$ cat src/design/ssd_pkg.sv
// package for the serial segment display chain
// assumes one 40 MHz system clock sampling all link pins
package ssd_pkg;
  localparam int SSD_DIGIT_BITS = 8;
  localparam int SSD_DIGITS = 3;
  localparam int SSD_CHAIN_BITS = SSD_DIGIT_BITS * SSD_DIGITS;
  localparam logic [SSD_CHAIN_BITS-1:0] SSD_CHAIN_RST = 24'hFFFFFF;
  localparam logic [SSD_CHAIN_BITS-1:0] SSD_LATCH_RST = 24'hFFFFFF;

  // link pins as seen by the module
  typedef struct packed {
    logic sclk;
    logic ser;
    logic rclk;
  } ssd_link_t;

  // segment drive of one module, active low per segment, digit 2 is left
  typedef struct packed {
    logic [SSD_DIGIT_BITS-1:0] left;
    logic [SSD_DIGIT_BITS-1:0] middle;
    logic [SSD_DIGIT_BITS-1:0] right;
  } ssd_segs_t;
endpackage : ssd_pkg

$ cat src/design/ssd_sync.sv
// two-flop synchroniser for the three link pins
// assumes pins are asynchronous to clk
`timescale 1ns/1ps
module ssd_sync (
  // clock and reset
  input wire logic clk,
  input wire logic resetn,
  // pins in, synchronised out
  input ssd_pkg::ssd_link_t pin_in,
  output ssd_pkg::ssd_link_t sync_out
);
  import ssd_pkg::*;
  typedef struct packed {
    ssd_link_t s1;
    ssd_link_t s2;
  } ssd_sync_state_t;
  ssd_sync_state_t st_reg, st_next;

  always_comb begin
    st_next = st_reg;
    st_next.s1 = pin_in;
    st_next.s2 = st_reg.s1;
  end

  // rclk idles high so the display starts blanked
  always_ff @(posedge clk or negedge resetn) begin
    if (!resetn) begin
      st_reg <= '{s1: 3'b001, s2: 3'b001};
    end else begin
      st_reg <= st_next;
    end
  end

  assign sync_out = st_reg.s2;
endmodule : ssd_sync

$ cat src/design/ssd_chain.sv
// one three-digit display module: 24-bit shift chain, output latch, blanking
// assumes link pins from another domain; sclk well below clk/4
// What this block does
// every stage samples serial data and shifts on each rising shift clock
// three 8-bit stages cascade right, middle, left as one 24-bit path
// left stage serial output drives the cascade output for stacking
// a segment lights only on a latched low; driver sends inverted data
// driver may be an SPI master with data valid at rising clock
// driver keeps shift clock under about 10 or 15 MHz, derated
// rising latch strobe copies whole chain into output latches
// latch strobe low shows segments, high blanks all segments
// driver may PWM the latch strobe for brightness
// stacked modules share clock and strobe, fed from cascade output
// driver returns latch strobe low at the next rising shift clock; the bench lowers it 6 clk after raising it, before any shift
// driver idles clock low and shifts three words per module per frame
`timescale 1ns/1ps
module ssd_chain (
  // clock and reset
  input wire logic clk,
  input wire logic resetn,
  // link from the driver or previous module
  input wire logic sclk,
  input wire logic ser,
  input wire logic rclk,
  // stacking output
  output logic cascade_out,
  // segment drive, low lights a segment
  output ssd_pkg::ssd_segs_t seg_n
);
  import ssd_pkg::*;

  // ==========================================
  // state
  typedef struct packed {
    logic sclk_d;
    logic rclk_d;
    logic [SSD_CHAIN_BITS-1:0] chain;
    logic [SSD_CHAIN_BITS-1:0] latch;
    logic cascade;
    ssd_segs_t segs;
  } ssd_state_t;
  ssd_state_t st_reg, st_next;
  ssd_link_t link_pin;
  ssd_link_t link_s;
  logic sclk_rise, rclk_rise;

  // ==========================================
  // pin capture
  // the three pins are gathered first so the synchroniser sees one typed bundle
  assign link_pin.sclk = sclk;
  assign link_pin.ser = ser;
  assign link_pin.rclk = rclk;

  ssd_sync u_sync (
    .clk(clk),
    .resetn(resetn),
    .pin_in(link_pin),
    .sync_out(link_s)
  );

  // ==========================================
  // edge detect on synchronised pins
  assign sclk_rise = link_s.sclk & ~st_reg.sclk_d;
  assign rclk_rise = link_s.rclk & ~st_reg.rclk_d;

  always_comb begin
    st_next = st_reg;
    st_next.sclk_d = link_s.sclk;
    st_next.rclk_d = link_s.rclk;
    if (sclk_rise) begin
      // right digit is bits 7:0 and takes new bits first
      st_next.chain = {st_reg.chain[SSD_CHAIN_BITS-2:0], link_s.ser};
    end
    if (rclk_rise) begin
      // latch takes the chain as it stood before any shift in this cycle
      st_next.latch = st_reg.chain;
    end
    // ser and sclk share the same sync delay, so data is stable at the edge
    st_next.cascade = st_next.chain[SSD_CHAIN_BITS-1];
    // blanked drive is all ones: common anode, one is dark
    if (link_s.rclk) begin
      st_next.segs = '1;
    end else begin
      st_next.segs = st_next.latch;
    end
  end

  always_ff @(posedge clk or negedge resetn) begin
    if (!resetn) begin
      st_reg <= '{sclk_d: 1'b0, rclk_d: 1'b1, chain: SSD_CHAIN_RST, latch: SSD_LATCH_RST,
                  cascade: 1'b1, segs: SSD_LATCH_RST};
    end else begin
      st_reg <= st_next;
    end
  end

  assign cascade_out = st_reg.cascade;
  assign seg_n = st_reg.segs;

  generate
    for (genvar d = 1; d < SSD_DIGITS; d++) begin : g_stage_link

    end
  endgenerate
endmodule : ssd_chain

$ cat config.mk
export PLATFORM = sky130hd
export DESIGN_NAME = ssd_chain
export DESIGN_NICKNAME = d
export VERILOG_FILES = /design/src/design/ssd_pkg.sv /design/src/design/ssd_sync.sv /design/src/design/ssd_chain.sv
export SDC_FILE = /design/constraint.sdc
export NUM_CORES = 1
export LEC_CHECK = 0
export ABC_AREA = 1
export BUFFER_PORTS_ARGS = -buffer_cell sky130_fd_sc_hd__buf_4
export CORE_UTILIZATION = 25
export DETAILED_ROUTE_END_ITERATION = 6
export GPL_TIMING_DRIVEN = 0
export RECOVER_POWER = 50
export SYNTH_ARGS = -nofsm -noshare
export SYNTH_HDL_FRONTEND = slang
export SYNTH_HIERARCHICAL = 1
export SYNTH_SLANG_ARGS = --single-unit
$ cat constraint.sdc
create_clock -name clk -period 1.03 [get_ports clk]
set_input_delay 0 -clock clk [delete_from_list [all_inputs] [get_ports clk]]
set_output_delay 0 -clock clk [all_outputs]
set_load 0.005 [all_outputs]
==> summary.md <==
| Metric | Value |
|---|---|
| CP delay by family, top | `flip-flops` |
| Max cap viols | `0` |
| Worst path bufs/invs | `2` |
| Share of the synthesized area in the top cell type | `0.635` |
| Synth top cells by count | `dfstp_2 (75), nand2_1 (51), inv_1 (26), o21ai_0 (26), buf_4 (25)` |
| Hold Vio Cnt, Final | `0` |
| Syn Inst Count | `266` |
| 1st-iter DRT viols | `57` |
| CTS tree | `built` |
| GPL Wtd Cong | `0.703` |
| DRT antenna net count | `0` |
| Min cycle time layout | `1.15 ns` |
| Worst-path fanout max | `7` |
| Dpl ws | `-0.291 ns` |
| Synth async-reset ratio | `1.00` |
| CP max stage cell | `dfstp_2` |
| Total gr overflow | `0` |
| Clk buf depth | `2` |
| Cell repeated most along the worst path | `buf_12` |
| Core ar. | `12,100 µm²` |
| Ports | `30` |
| Diode count | `0` |
| Starting density of the core | `0.257` |
| Period utilisation layout | `1.11` |
| H-tree depth | `3` |
| Pleak | `1.70 nW` |
| Die Y | `113 µm` |
| Worst reg-to-reg path cell count | `5` |
| Reg power frac | `0.474` |
| Fin worst setup slack | `-0.117 ns` |
| CTS Sinks | `80` |
| Combinational cell fraction of total power | `0.132` |
| Top FF cell, synth | `dfstp_2` |
| Clk pin slew, worst setup/hold paths | `0.06 ns` |
| Clock share of power | `0.394` |
| Clk_lat worst skew | `0.33 ns` |
| Sequential element share of the synthesized area | `0.675` |
| Drt first pass iters | `4` |
| Worst Hold Class | `in2async` |
| Vias post-DR | `1,777` |
| Max VDD drop | `0.685 mV` |
| Vias in the first global route | `1,953` |
| Req. time, crit path | `1.29 ns` |
| Fin nets | `302` |
| Critical path capture point type | `register` |
| Layout cell share with drive strength beyond 1 | `0.725` |
| Failing checks | `setup timing` |
| Clk_skew | `0.00639 ns` |
| Die Width | `113 µm` |
| Crit path DAT | `1.41 ns` |
| CTS Buf Count | `9` |
| Crit. Startpoint | `u_sync/sync_out[0]$_DFF_PN1_` |
| Achievable Freq | `872 MHz` |
| Leading post-synthesis cells by cell area | `dfstp_2 (63%), nand2_1 (6.2%), buf_4 (6.0%)` |
| Drt total wl | `5400 µm` |
| First-pass GRT wire length | `9330 µm` |
| Synth area leader | `dfstp_2` |
| Flops & latches, synth | `80` |
| CTS Root Buffer Type | `clkbuf_16` |
| FP Rows | `40` |
| Status | `finished, violations left` |
| Die area | `12,900 µm²` |
| Slew @ Worst Pin | `0.670 ns` |
| Pin count of the biggest net entering global routing | `81` |
| Crit path launch type | `register` |
| Ys Warns | `6` |
| Cell Area, Placed | `3550 µm²` |
| Cell with the most instances after synthesis | `dfstp_2` |
| Drt drc | `0` |
| Pint | `6.47 mW` |
| Sw Pwr | `1.90 mW` |
| Final core utilization | `0.348` |
| Switching Fraction | `0.228` |
| Post-synth EDFFs | `0` |
| CP Class | `reg2reg` |
| Mapped Area | `3110 µm²` |
| Mean Syn Cell Area | `11.7 µm²` |
| Post-detailed-route wirelength per cell | `11.5 µm` |
| Initial antenna violation count | `0` |
| Design Area, Final | `4200 µm²` |
| Reg2reg start | `u_sync/sync_out[0]$_DFF_PN1_` |
| Buffers added on ports | `29` |
| Worst-path cell chain | `nand2_2 > buf_12 > buf_12 > nand2_4 > o21ai_2` |
| Post-DP HPWL | `3190 µm` |
| Final setup fails | `45` |
| Relative slew margins | `0.553` |
| Mapped Nets | `271` |
| Total track usage | `0.0962` |
| Synth-to-Final Area Change | `35.2%` |
| Slowest stage delay, CP | `0.57 ns` |
| Cell variety after synth | `15` |
| Vias per Instance | `3.78` |
| RSZ-0062 raised after global routing | `true` |
| Max-slew violations | `0` |
| FF-to-FF setup slack | `-0.12 ns` |
| P per Cell Area | `1990 nW/µm²` |
## cell type report
class	instances	area, µm²
repair buffers	44	494
fillers	1163	7860
multi-input cells	124	802
plain buffers	12	185
clock inverters	6	83.8
flip-flops and latches	80	2100
well taps	168	210
inverters	26	97.6
clock buffers	10	229
## layout by cell type, fill, tap and decap left out, types with 9 or more instances in the layout
master,n
buf_4,9
buf_6,25
clkbuf_16,11
dfstp_2,75
inv_1,24
nand2_1,29
nand2_2,17
o21ai_0,12
o21ai_2,26
or2_2,21
## stage by stage
stage / power, mW / std cells / TNS (ns) / hold WS [ns]
after floorplan: 4.54 / 266 / -0.523 / -0.296
after global placement: 4.88 / 463 / -7.57 / 0.117
after detailed placement: 4.91 / 463 / -8.64 / 0.113
after CTS: 8.35 / 470 / -2.69 / 0.308
after global routing: 8.79 / 470 / -4.71 / 0.335
final: 8.37 / 470 / -3.16 / 0.274
## what timing repair did
item                                   4_1_cts  5_1_grt
pin swaps                                    1        1
gates resized for setup                     68       39
setup buffers                                6        1
setup endpoints to repair                   86       77
cloned                                       3        1
hold buffers                                 4        0
endpoints found under the hold margin        8        0
## worst max path at each step
stage,to,slack (ns),cells past startpoint
floorplan,register,-0.03,5
global placement,seg_n[23]$_DFF_PN1_,-0.28,3
detailed placement,seg_n[23]$_DFF_PN1_,-0.29,3
CTS,register,-0.11,5
global route,st_reg[48]$_DFF_PN1_,-0.15,5
finish,register,-0.12,5
## cells by family (layout without fill, tap and decap cells)
family	count (synthesis)	count (layout)	share of synthesized area
and+or+nand+nor	78	78	0.115
AOI/OAI and AO/OA	46	46	0.0898
buffers and inverters	62	98	0.120
DFF	80	80	0.675
## power by group through the flow
stage | sequential, mW | combinational (mW) | clock (mW)
5_1_grt | 4.01 | 1.23 | 3.54
3_3_place_gp | 3.95 | 0.932 | 0
4_1_cts | 3.95 | 1.02 | 3.38
6_report | 3.97 | 1.11 | 3.30
3_5_place_dp | 3.96 | 0.950 | 0
2_1_floorplan | 3.92 | 0.624 | 0
## per-layer routing
| metal | vias to the layer above | wire [µm] | track usage |
|---|---|---|---|
| met3 | 9 | 189 | 0.0313 |
| met1 | 875 | 2280 | 0.110 |
| li1 | 862 | - | - |
| met2 | 31 | 2810 | 0.160 |
| met5 | - | 0 | 0 |
| met4 | 0 | 122 | 0.0526 |
No activity file was read; power rests on OpenSTA's default activity.
